`config.mk`:
```
export PLATFORM = sky130hd
export DESIGN_NAME = drive_fault_protect_config
export DESIGN_NICKNAME = d
export VERILOG_FILES = /design/src/rtl/drive_protect_pkg.sv /design/src/rtl/drive_fault_protect_config.sv /design/src/rtl/overload_timer.sv /design/src/rtl/sync2.sv
export SDC_FILE = /design/constraint.sdc
export NUM_CORES = 1
export LEC_CHECK = 0
export BUFFER_PORTS_ARGS = -buffer_cell sky130_fd_sc_hd__buf_2
export CAP_MARGIN = 0
export CORE_MARGIN = 3
export CORE_UTILIZATION = 35
export DETAILED_ROUTE_END_ITERATION = 12
export PLACE_DENSITY = 0.62
export SLEW_MARGIN = 15
export SYNTH_ARGS = -nofsm -noshare
export SYNTH_HDL_FRONTEND = slang
export SYNTH_SLANG_ARGS = --single-unit
```
`constraint.sdc`:
```
create_clock -name clk_sys -period 13.3 [get_ports clk_sys]
set_input_delay 2.66 -clock clk_sys [delete_from_list [all_inputs] [get_ports clk_sys]]
set_output_delay 2.66 -clock clk_sys [all_outputs]
set_load 0.05 [all_outputs]
```
`src/rtl/drive_protect_pkg.sv`:
```
// Shared constants for the drive fault protection and configuration block
package drive_protect_pkg;

    // ----------------------------------------
    // Register byte offsets
    // ----------------------------------------
    localparam logic [7:0] EXT_FAULT_SETUP_OFS   = 8'h00;
    localparam logic [7:0] CTRL_METHOD_SEL_OFS   = 8'h04;
    localparam logic [7:0] THERMAL_SETUP_OFS     = 8'h08;
    localparam logic [7:0] ACTIVE_METHOD_OFS     = 8'h0C;
    localparam logic [7:0] FAULT_STATUS_OFS      = 8'h10;
    localparam logic [7:0] IRQ_STATUS_OFS        = 8'h14;
    localparam logic [7:0] IRQ_ENABLE_OFS        = 8'h18;
    localparam logic [7:0] IRQ_CLEAR_OFS         = 8'h1C;
    localparam logic [7:0] CONTROL_OFS           = 8'h20;

    // ----------------------------------------
    // Reset values
    // ----------------------------------------
    localparam logic [3:0] EXT_FAULT_SETUP_RST   = 4'h4;
    localparam logic [1:0] CTRL_METHOD_SEL_RST   = 2'h0;
    localparam logic [3:0] THERMAL_SETUP_RST     = 4'h0;

    // ----------------------------------------
    // Field positions (digit n is bit n-1)
    // ----------------------------------------
    localparam int EF_POLARITY_BIT   = 0;
    localparam int EF_RUN_ONLY_BIT   = 1;
    localparam int EF_ACTION_LSB     = 2;
    localparam int TH_MOTOR_DIS_BIT  = 0;
    localparam int TH_CURVE_BIT      = 1;
    localparam int TH_SHORT_TC_BIT   = 2;
    localparam int TH_DRIVE_CHAR_BIT = 3;
    localparam int CTL_RESET_BIT     = 0;
    localparam int CTL_POWERUP_BIT   = 1;

    // Interrupt status bit positions
    localparam int IRQ_EXT_FAULT     = 0;
    localparam int IRQ_MOTOR_TRIP    = 1;
    localparam int IRQ_DRIVE_TRIP    = 2;
    localparam int IRQ_WIDTH         = 3;

    // ----------------------------------------
    // Fault actions and control methods
    // ----------------------------------------
    typedef enum logic [1:0] {
        ACT_RAMP_FIRST  = 2'h0,
        ACT_COAST       = 2'h1,
        ACT_RAMP_SECOND = 2'h2,
        ACT_CONTINUE    = 2'h3
    } fault_action_t;

    typedef enum logic [1:0] {
        PLAIN_VF_MODE          = 2'h0,
        SENSORLESS_VECTOR_MODE = 2'h1,
        PID_SAVING_MODE        = 2'h2,
        ENCODER_LOOP_MODE      = 2'h3
    } control_method_t;

    localparam logic [7:0] TERMINAL_THREE_FAULT_CODE = 8'h03;

    // ----------------------------------------
    // Overload thresholds, percent of rated current
    // ----------------------------------------
    localparam logic [7:0] DRIVE_START_NORMAL = 8'd103;
    localparam logic [7:0] DRIVE_TRIP_NORMAL  = 8'd150;
    localparam logic [7:0] DRIVE_START_LIGHT  = 8'd113;
    localparam logic [7:0] DRIVE_TRIP_LIGHT   = 8'd123;
    localparam logic [7:0] MOTOR_START_PCT    = 8'd100;

    // ----------------------------------------
    // Timing
    // ----------------------------------------
    localparam longint CLK_HZ            = 200000000;
    localparam longint DRIVE_TRIP_SEC    = 60;
    localparam longint MOTOR_TC_STD_MIN  = 8;
    localparam longint MOTOR_TC_SHORT_MIN = 5;
    localparam longint DRIVE_TRIP_CYCLES = DRIVE_TRIP_SEC * CLK_HZ;
    localparam longint MOTOR_STD_CYCLES  = MOTOR_TC_STD_MIN * 60 * CLK_HZ;
    localparam longint MOTOR_SHORT_CYCLES = MOTOR_TC_SHORT_MIN * 60 * CLK_HZ;

endpackage

```
`src/rtl/drive_fault_protect_config.sv`:
```
// Fault handling and protection settings of a motor drive, APB slave
module drive_fault_protect_config
    import drive_protect_pkg::*;
#(
    parameter longint DRIVE_TRIP_CYC  = DRIVE_TRIP_CYCLES,
    parameter longint MOTOR_STD_CYC   = MOTOR_STD_CYCLES,
    parameter longint MOTOR_SHORT_CYC = MOTOR_SHORT_CYCLES,
    parameter bit     LARGE_RATING    = 1'b1
) (
    // Clock and reset
    input  wire logic        clk_sys,
    input  wire logic        rst,
    // APB slave
    input  wire logic        psel,
    input  wire logic        penable,
    input  wire logic        pwrite,
    input  wire logic [7:0]  paddr,
    input  wire logic [31:0] pwdata,
    output logic      [31:0] prdata,
    output logic             pready,
    output logic             pslverr,
    // External contact and sequence pins
    input  wire logic        extFaultContact,
    input  wire logic        faultResetIn,
    input  wire logic        forwardRunInput,
    input  wire logic        reverseRunInput,
    input  wire logic        outputBlocked,
    // Measured output current, percent of rating
    input  wire logic [7:0]  outputCurrentPct,
    // Fault outputs
    output logic             faultContactOut,
    output logic [7:0]       faultCode,
    output logic             stopRampFirst,
    output logic             stopRampSecond,
    output logic             stopCoast,
    output logic             minorFault,
    output logic             motorThermalTrip,
    output logic             driveThermalTrip,
    // Active settings
    output logic [1:0]       activeMethod,
    output logic             motorCurveConstTorque,
    // Interrupt
    output logic             irq
);

    // ----------------------------------------
    // Pin synchronisation
    // ----------------------------------------
    logic contactRaw;
    logic faultInSync;
    logic resetSync;
    logic fwdSync;
    logic revSync;

    sync2 uFaultSync (
        .clk_sys (clk_sys),
        .rst     (rst),
        .dIn     (contactRaw),
        .dOut    (faultInSync)
    );

    sync2 uResetSync (
        .clk_sys (clk_sys),
        .rst     (rst),
        .dIn     (faultResetIn),
        .dOut    (resetSync)
    );

    sync2 uFwdSync (
        .clk_sys (clk_sys),
        .rst     (rst),
        .dIn     (forwardRunInput),
        .dOut    (fwdSync)
    );

    sync2 uRevSync (
        .clk_sys (clk_sys),
        .rst     (rst),
        .dIn     (reverseRunInput),
        .dOut    (revSync)
    );

    // ----------------------------------------
    // Registers
    // ----------------------------------------
    logic [3:0]           extFaultSetup_reg;
    logic [1:0]           controlMethodSelect_reg;
    logic [3:0]           thermalSetup_reg;
    logic [1:0]           activeMethod_reg;
    logic                 faultLatch_reg;
    logic [IRQ_WIDTH-1:0] irqStatus_reg;
    logic [IRQ_WIDTH-1:0] irqEnable_reg;
    logic                 powerUpDone_reg;
    logic                 resetPrev_reg;
    logic [31:0]          prdata_reg;

    // Polarity correction ahead of the synchroniser, so only a sync'd level is used
    assign contactRaw = extFaultContact ^ extFaultSetup_reg[EF_POLARITY_BIT];

    // ----------------------------------------
    // Bus decode
    // ----------------------------------------
    wire logic access   = psel && penable;
    wire logic wrAccess = access && pwrite;
    wire logic rdAccess = access && !pwrite;
    wire logic hitSetup   = (paddr == EXT_FAULT_SETUP_OFS);
    wire logic hitMethod  = (paddr == CTRL_METHOD_SEL_OFS);
    wire logic hitThermal = (paddr == THERMAL_SETUP_OFS);
    wire logic hitActive  = (paddr == ACTIVE_METHOD_OFS);
    wire logic hitStatus  = (paddr == FAULT_STATUS_OFS);
    wire logic hitIrqSt   = (paddr == IRQ_STATUS_OFS);
    wire logic hitIrqEn   = (paddr == IRQ_ENABLE_OFS);
    wire logic hitIrqClr  = (paddr == IRQ_CLEAR_OFS);
    wire logic hitCtl     = (paddr == CONTROL_OFS);
    wire logic mapped = hitSetup | hitMethod | hitThermal | hitActive | hitStatus
                      | hitIrqSt | hitIrqEn | hitIrqClr | hitCtl;

    // Control register write: bit 0 fault reset, bit 1 power-up event
    wire logic swFaultReset = wrAccess && hitCtl && pwdata[CTL_RESET_BIT];
    wire logic swPowerUp    = wrAccess && hitCtl && pwdata[CTL_POWERUP_BIT];

    // ----------------------------------------
    // Setting registers
    // ----------------------------------------
    always_ff @(posedge clk_sys or posedge rst) begin
        if (rst) begin
            extFaultSetup_reg       <= EXT_FAULT_SETUP_RST;
            controlMethodSelect_reg <= CTRL_METHOD_SEL_RST;
            thermalSetup_reg        <= THERMAL_SETUP_RST;
            irqEnable_reg           <= '0;
        end else if (wrAccess) begin
            if (hitSetup) begin
                extFaultSetup_reg <= pwdata[3:0];
            end
            if (hitMethod) begin
                controlMethodSelect_reg <= pwdata[1:0];
            end
            if (hitThermal) begin
                thermalSetup_reg <= pwdata[3:0];
            end
            if (hitIrqEn) begin
                irqEnable_reg <= pwdata[IRQ_WIDTH-1:0];
            end
        end
    end

    // ----------------------------------------
    // Control method adoption
    // ----------------------------------------
    // Reset stands for power removal; adoption occurs on the first clock after power-up
    // or on an explicit power-up write. Plain register writes never touch it.
    always_ff @(posedge clk_sys or posedge rst) begin
        if (rst) begin
            powerUpDone_reg  <= 1'b0;
            activeMethod_reg <= PLAIN_VF_MODE;
        end else begin
            powerUpDone_reg <= 1'b1;
            if (!powerUpDone_reg || swPowerUp) begin
                activeMethod_reg <= controlMethodSelect_reg;
            end
        end
    end

    // ----------------------------------------
    // External fault qualification and latch
    // ----------------------------------------
    // Ride-through relies on the run inputs staying high across a supply dip
    wire logic running       = (fwdSync || revSync) && !outputBlocked;
    wire logic faultAccepted = faultInSync
                             && (!extFaultSetup_reg[EF_RUN_ONLY_BIT] || running);
    wire logic resetRise     = resetSync && !resetPrev_reg;
    wire logic faultClear    = resetRise || swFaultReset;
    wire fault_action_t action = fault_action_t'(extFaultSetup_reg[EF_ACTION_LSB +: 2]);

    always_ff @(posedge clk_sys or posedge rst) begin
        if (rst) begin
            faultLatch_reg <= 1'b0;
            resetPrev_reg  <= 1'b0;
        end else begin
            resetPrev_reg <= resetSync;
            // Set wins when a new fault meets a reset in the same cycle
            if (faultAccepted) begin
                faultLatch_reg <= 1'b1;
            end else if (faultClear) begin
                faultLatch_reg <= 1'b0;
            end
        end
    end

    // Contact and code follow the latch directly, no added delay
    assign faultContactOut = faultLatch_reg;
    assign faultCode       = faultLatch_reg ? TERMINAL_THREE_FAULT_CODE : 8'h00;
    assign stopRampFirst   = faultLatch_reg && (action == ACT_RAMP_FIRST);
    assign stopCoast       = faultLatch_reg && (action == ACT_COAST);
    assign stopRampSecond  = faultLatch_reg && (action == ACT_RAMP_SECOND);
    assign minorFault      = faultLatch_reg && (action == ACT_CONTINUE);

    // ----------------------------------------
    // Thermal overload
    // ----------------------------------------
    wire logic motorEnable = !thermalSetup_reg[TH_MOTOR_DIS_BIT];
    // Constant-torque curve keeps full protection at low speed; only flagged out here
    assign motorCurveConstTorque = thermalSetup_reg[TH_CURVE_BIT];
    wire logic [39:0] motorLimit = thermalSetup_reg[TH_SHORT_TC_BIT]
                                 ? 40'(MOTOR_SHORT_CYC) : 40'(MOTOR_STD_CYC);
    wire logic lightDuty = LARGE_RATING && thermalSetup_reg[TH_DRIVE_CHAR_BIT];
    wire logic [7:0] driveStart = lightDuty ? DRIVE_START_LIGHT : DRIVE_START_NORMAL;
    wire logic [7:0] driveTrip  = lightDuty ? DRIVE_TRIP_LIGHT : DRIVE_TRIP_NORMAL;
    // Accumulation is armed above the start level; the trip timer runs at the trip level
    wire logic driveAccum = outputCurrentPct > driveStart;
    wire logic driveOver  = driveAccum && (outputCurrentPct >= driveTrip);

    overload_timer #(
        .CNT_W (40)
    ) uMotorTimer (
        .clk_sys   (clk_sys),
        .rst       (rst),
        .enable    (motorEnable),
        .overLevel (outputCurrentPct > MOTOR_START_PCT),
        .limit     (motorLimit),
        .clearTrip (faultClear),
        .trip      (motorThermalTrip)
    );

    overload_timer #(
        .CNT_W (40)
    ) uDriveTimer (
        .clk_sys   (clk_sys),
        .rst       (rst),
        .enable    (1'b1),
        .overLevel (driveOver),
        .limit     (40'(DRIVE_TRIP_CYC)),
        .clearTrip (faultClear),
        .trip      (driveThermalTrip)
    );

    // ----------------------------------------
    // Interrupts
    // ----------------------------------------
    logic [IRQ_WIDTH-1:0] irqEvents;
    logic [IRQ_WIDTH-1:0] irqClear;
    assign irqEvents = {driveThermalTrip, motorThermalTrip, faultAccepted};
    assign irqClear  = (wrAccess && hitIrqClr) ? pwdata[IRQ_WIDTH-1:0] : '0;

    always_ff @(posedge clk_sys or posedge rst) begin
        if (rst) begin
            irqStatus_reg <= '0;
        end else begin
            irqStatus_reg <= irqEvents | (irqStatus_reg & ~irqClear);
        end
    end

    assign irq = |(irqStatus_reg & irqEnable_reg);

    // ----------------------------------------
    // Read data
    // ----------------------------------------
    logic [31:0] readMux;
    always_comb begin
        readMux = 32'h0000_0000;
        if (hitSetup) begin
            readMux = {28'h0, extFaultSetup_reg};
        end else if (hitMethod) begin
            readMux = {30'h0, controlMethodSelect_reg};
        end else if (hitThermal) begin
            readMux = {28'h0, thermalSetup_reg};
        end else if (hitActive) begin
            readMux = {30'h0, activeMethod_reg};
        end else if (hitStatus) begin
            readMux = {16'h0, faultCode, 4'h0, driveThermalTrip,
                       motorThermalTrip, running, faultLatch_reg};
        end else if (hitIrqSt) begin
            readMux = {29'h0, irqStatus_reg};
        end else if (hitIrqEn) begin
            readMux = {29'h0, irqEnable_reg};
        end
    end

    always_ff @(posedge clk_sys or posedge rst) begin
        if (rst) begin
            prdata_reg <= 32'h0000_0000;
        end else if (psel && !penable && !pwrite) begin
            prdata_reg <= readMux;
        end
    end

    assign prdata       = prdata_reg;
    assign pready       = 1'b1;
    assign pslverr      = access && !mapped;
    assign activeMethod = activeMethod_reg;

endmodule

```
`src/rtl/overload_timer.sv`:
```
// Persistence timer: counts while over threshold, trips at the limit
module overload_timer
    import drive_protect_pkg::*;
#(
    parameter int CNT_W = 40
) (
    // Clock and reset
    input  wire logic             clk_sys,
    input  wire logic             rst,
    // Control
    input  wire logic             enable,
    input  wire logic             overLevel,
    input  wire logic [CNT_W-1:0] limit,
    input  wire logic             clearTrip,
    // Result
    output logic                  trip
);

    logic [CNT_W-1:0] count_reg;
    logic             trip_reg;
    wire  logic       atLimit = (count_reg >= limit);
    wire  logic       counting = enable && overLevel;

    // Count leaks down when below threshold, a simple thermal-like model
    always_ff @(posedge clk_sys or posedge rst) begin
        if (rst) begin
            count_reg <= '0;
        end else if (!enable) begin
            count_reg <= '0;
        end else if (counting && !atLimit) begin
            count_reg <= count_reg + 1'b1;
        end else if (!counting && count_reg != '0) begin
            count_reg <= count_reg - 1'b1;
        end
    end

    always_ff @(posedge clk_sys or posedge rst) begin
        if (rst) begin
            trip_reg <= 1'b0;
        end else if (counting && atLimit) begin
            trip_reg <= 1'b1;
        end else if (clearTrip) begin
            trip_reg <= 1'b0;
        end
    end

    assign trip = trip_reg;

endmodule

```
`src/rtl/sync2.sv`:
```
// Two flip-flop synchroniser for a single level
module sync2 (
    // Clock and reset
    input  wire logic clk_sys,
    input  wire logic rst,
    // Data
    input  wire logic dIn,
    output logic      dOut
);

    logic stage1_reg;
    logic stage2_reg;

    always_ff @(posedge clk_sys or posedge rst) begin
        if (rst) begin
            stage1_reg <= 1'b0;
            stage2_reg <= 1'b0;
        end else begin
            stage1_reg <= dIn;
            stage2_reg <= stage1_reg;
        end
    end

    assign dOut = stage2_reg;

endmodule

```
==> flow_summary_export.csv <==
group,metric,value,unit
timing,fin_skew,0.01115,ns
cells_and_area,nNetsFinal,1304,
drt,drt-total-wl,22790,um
clock_tree,clock_sinks,116,
yosys,synthCells,1111,
pwr,leakage,4.690,nW
clock_tree,cts_buffer_depth,2,
pwr,ir_drop,0.1044,mV
placed_design,dp.cells,1460,
clock_tree,cts_resized,0,
placed_design,dp_hpwl,16430,um
drt,drtIter0Drc,481,
cells_and_area,final_common_cell,"nand2_1",
outcome,status,"completed",
grt,grt_max_degree,72,
cells_and_area,final_layout_size_suffix_gt1_share,10.37,%
drt,drcViolationCount,0,
cells_and_area,area_growth,10.56,%
die,die_h,170.6,um
drt,via_per_inst,5.441,
die,io_pins,111,
die,chipWidth,170.6,um
timing,hold_violations,0,
cells_and_area,final_cells,1492,
grt,grt_pass1_wl,38130,um
drt,vias,8118,
timing,maxSlewHeadroom,40.04,%
pwr,powerDensity,285.0,nW/um2
clock_tree,clk_pin_slew,0.06,ns
pwr,total_power,2.986,mW
clock_tree,cts_tree,"built",
grt,gr-total-overflow,0,
cells_and_area,final_cell_mix,"nand2_1, dfrtp_1, ha_1",
grt,track_usage,15.81,%
yosys,synthDistinctLibCells,64,
grt,grt_antenna_before_repair,0,
critical_path,critical_path_class,"input pin to flop",
timing,report.final.slew_viol_count,0,
yosys,synth_warnings,0,
timing,setup_viol,0,
clock_tree,cts_hold_buf,0,
yosys,synth_edf_count,0,
cells_and_area,fill_cells,2634,
timing,period_minus_slack,7.267,ns
critical_path,crit_fanout,21,
min_path,hold_path_class,"flop to flop",
clock_tree,cts_inserted_buffers,17,
critical_path,slowest_stage,"inv_1",
yosys,synth_top_area_share,30.36,%
yosys,yosys_register_bits,116,
drt,drt-wirelength-per-cell,15.27,um
yosys,ys.flop_type,"dfrtp_1",
critical_path,arrival,7.60,ns
timing,max_slew.worst_pin.slew,0.8995,ns
timing,period_share,54.64,%
drt,drtPass1Iterations,6,
clock_tree,clock_latency,0.42,ns
drt,ant_nets,0,
yosys,ys_top_cells_by_area,"dfrtp_1, ha_1, nand2_1",
cells_and_area,utilization,39.76,%
cells_and_area,diodes,0,
yosys,synth-async-reset-ratio,100.0,%
cells_and_area,multi_input_area,6172,um2
cells_and_area,seq_area,2904,um2
timing,max_freq,0.1376,GHz
timing,setup_tns,0,ns
die,std_cell_rows,59,
critical_path,end_kind,"flop",
yosys,syn_avg_cell_area,8.531,um2
critical_path,worst_ep_required_time,13.63,ns
placed_design,place.gp.congestion,0.8559,
timing,grt_setup_unrepaired,"false",
critical_path,cp_cell_sequence,"buf_2 > inv_1 > ha_1 > nand2b_1 > a31o_2 > a21o_1 > a31oi_1 > o21ai_0 > o21ai_1 > nor2_1 > inv_1 > buf_4 > ha_1 > o21ai_0 > a21o_1 > a211o_1 > a31oi_1 > nor2_1 > a311oi_1 > or2_1 > nand3_1 > a21oi_1 > mux2i_1",
critical_path,slowest_delay,0.60,ns
grt,grt_pass1_vias,7822,
die,dieArea,29090,um2
clock_tree,h-tree-depth,4,
clock_tree,cts-root-buf,"clkbuf_16",
placed_design,port_buffers,49,
yosys,synthesis.area,9478,um2
die,core_region_area,26350,um2
yosys,seq_area_frac_synth,30.64,%
yosys,synth_top_area_cell,"dfrtp_1",
critical_path,critPathLaunchType,"input pin",
die,start_util,35.96,%
clock_tree,post_cts_buffers,0,
job,maxCapViolCount,0,
## cell usage after synthesis, drive strengths merged (23+ instances only)
master,instances
ha,100
xor2,40
o21ai,99
clkbuf,24
xnor2,34
a21oi,86
a21o,59
nor2,68
nand2,141
buf,49
o31ai,31
nand4,23
inv,28
dfrtp,115
## cells by family (layout without fill, tap and decap cells)
group                      after synthesis  after routing  synth area share (%)
adders and majority gates              102            102                 13.62
muxes                                   21             21                 2.429
xor gates and xnor gates                74             74                 6.838
other                                    2             34               0.07924
buffers and inverters                  101            115                 5.650
AOI/OAI and AO/OA                      359            359                 24.40
and+or+nand+nor                        336            336                 16.34
DFF                                    116            116                 30.64
## path summary, 6_finish.rpt
| path | startpoint | endpoint | slack, ns | cells past startpoint |
|---|---|---|---|---|
| max | outputCurrentPct[0] | uDriveTimer.count_reg[39] | 6.03 | 23 |
| min | uFaultSync.stage1_reg | uFaultSync.dOut | 0.36 | 0 |
| max reg2reg | thermalSetup_reg[2] | uMotorTimer.count_reg[32] | 7.34 | 20 |
| min reg2reg | uFaultSync.stage1_reg | uFaultSync.dOut | 0.36 | 0 |
| max in group asynchronous | rst | uDriveTimer.count_reg[11] | 9.62 | 3 |
| min in group asynchronous | rst | uDriveTimer.count_reg[23] | 2.32 | 2 |
## where the power goes
group,total [mW],switching [mW],internal (mW)
logic,1.88,1.07,0.802
clock network,0.465,0.199,0.266
registers,0.645,0.150,0.494
total,2.99,1.42,1.56
## stage by stage
| stage | hold slack, ns | setup WS [ns] | cell area [um2] |
|---|---|---|---|
| final | 0.3552 | 6.033 | 10480 |
| after global routing | 0.3670 | 5.589 | 10480 |
| after CTS | 0.3608 | 6.074 | 10470 |
| after detailed placement | 0.3471 | 5.652 | 9888 |
| after global placement | 0.3335 | 5.633 | 9888 |
| after floorplan | 0.3312 | 6.405 | 9598 |
## area by class of cell
type	instances	share of cell area (%)
multi-input cells	926	58.90
flip-flops and latches	116	27.71
clock buffers	17	4.060
well taps	335	4.000
repair buffers	55	2.770
clock inverters	15	1.528
inverters	28	1.027
## worst max-delay path, delay by kind of cell
kind                     cells  cell delay (ns)
AO/OA/AOI/OAI               11             2.26
buffers and inverters        4             1.13
AND/OR/NAND/NOR              5             0.77
adder cells (fa/ha/maj)      2             0.55
multiplexers                 1             0.22
## per-layer routing
layer | wire length, um | GRT usage (%)
met2 | 10300 | 26.15
met4 | 231 | 3.210
met5 | 0 | 0
met1 | 11310 | 21.67
met3 | 942 | 3.004
(Power assumes the default switching activity.)
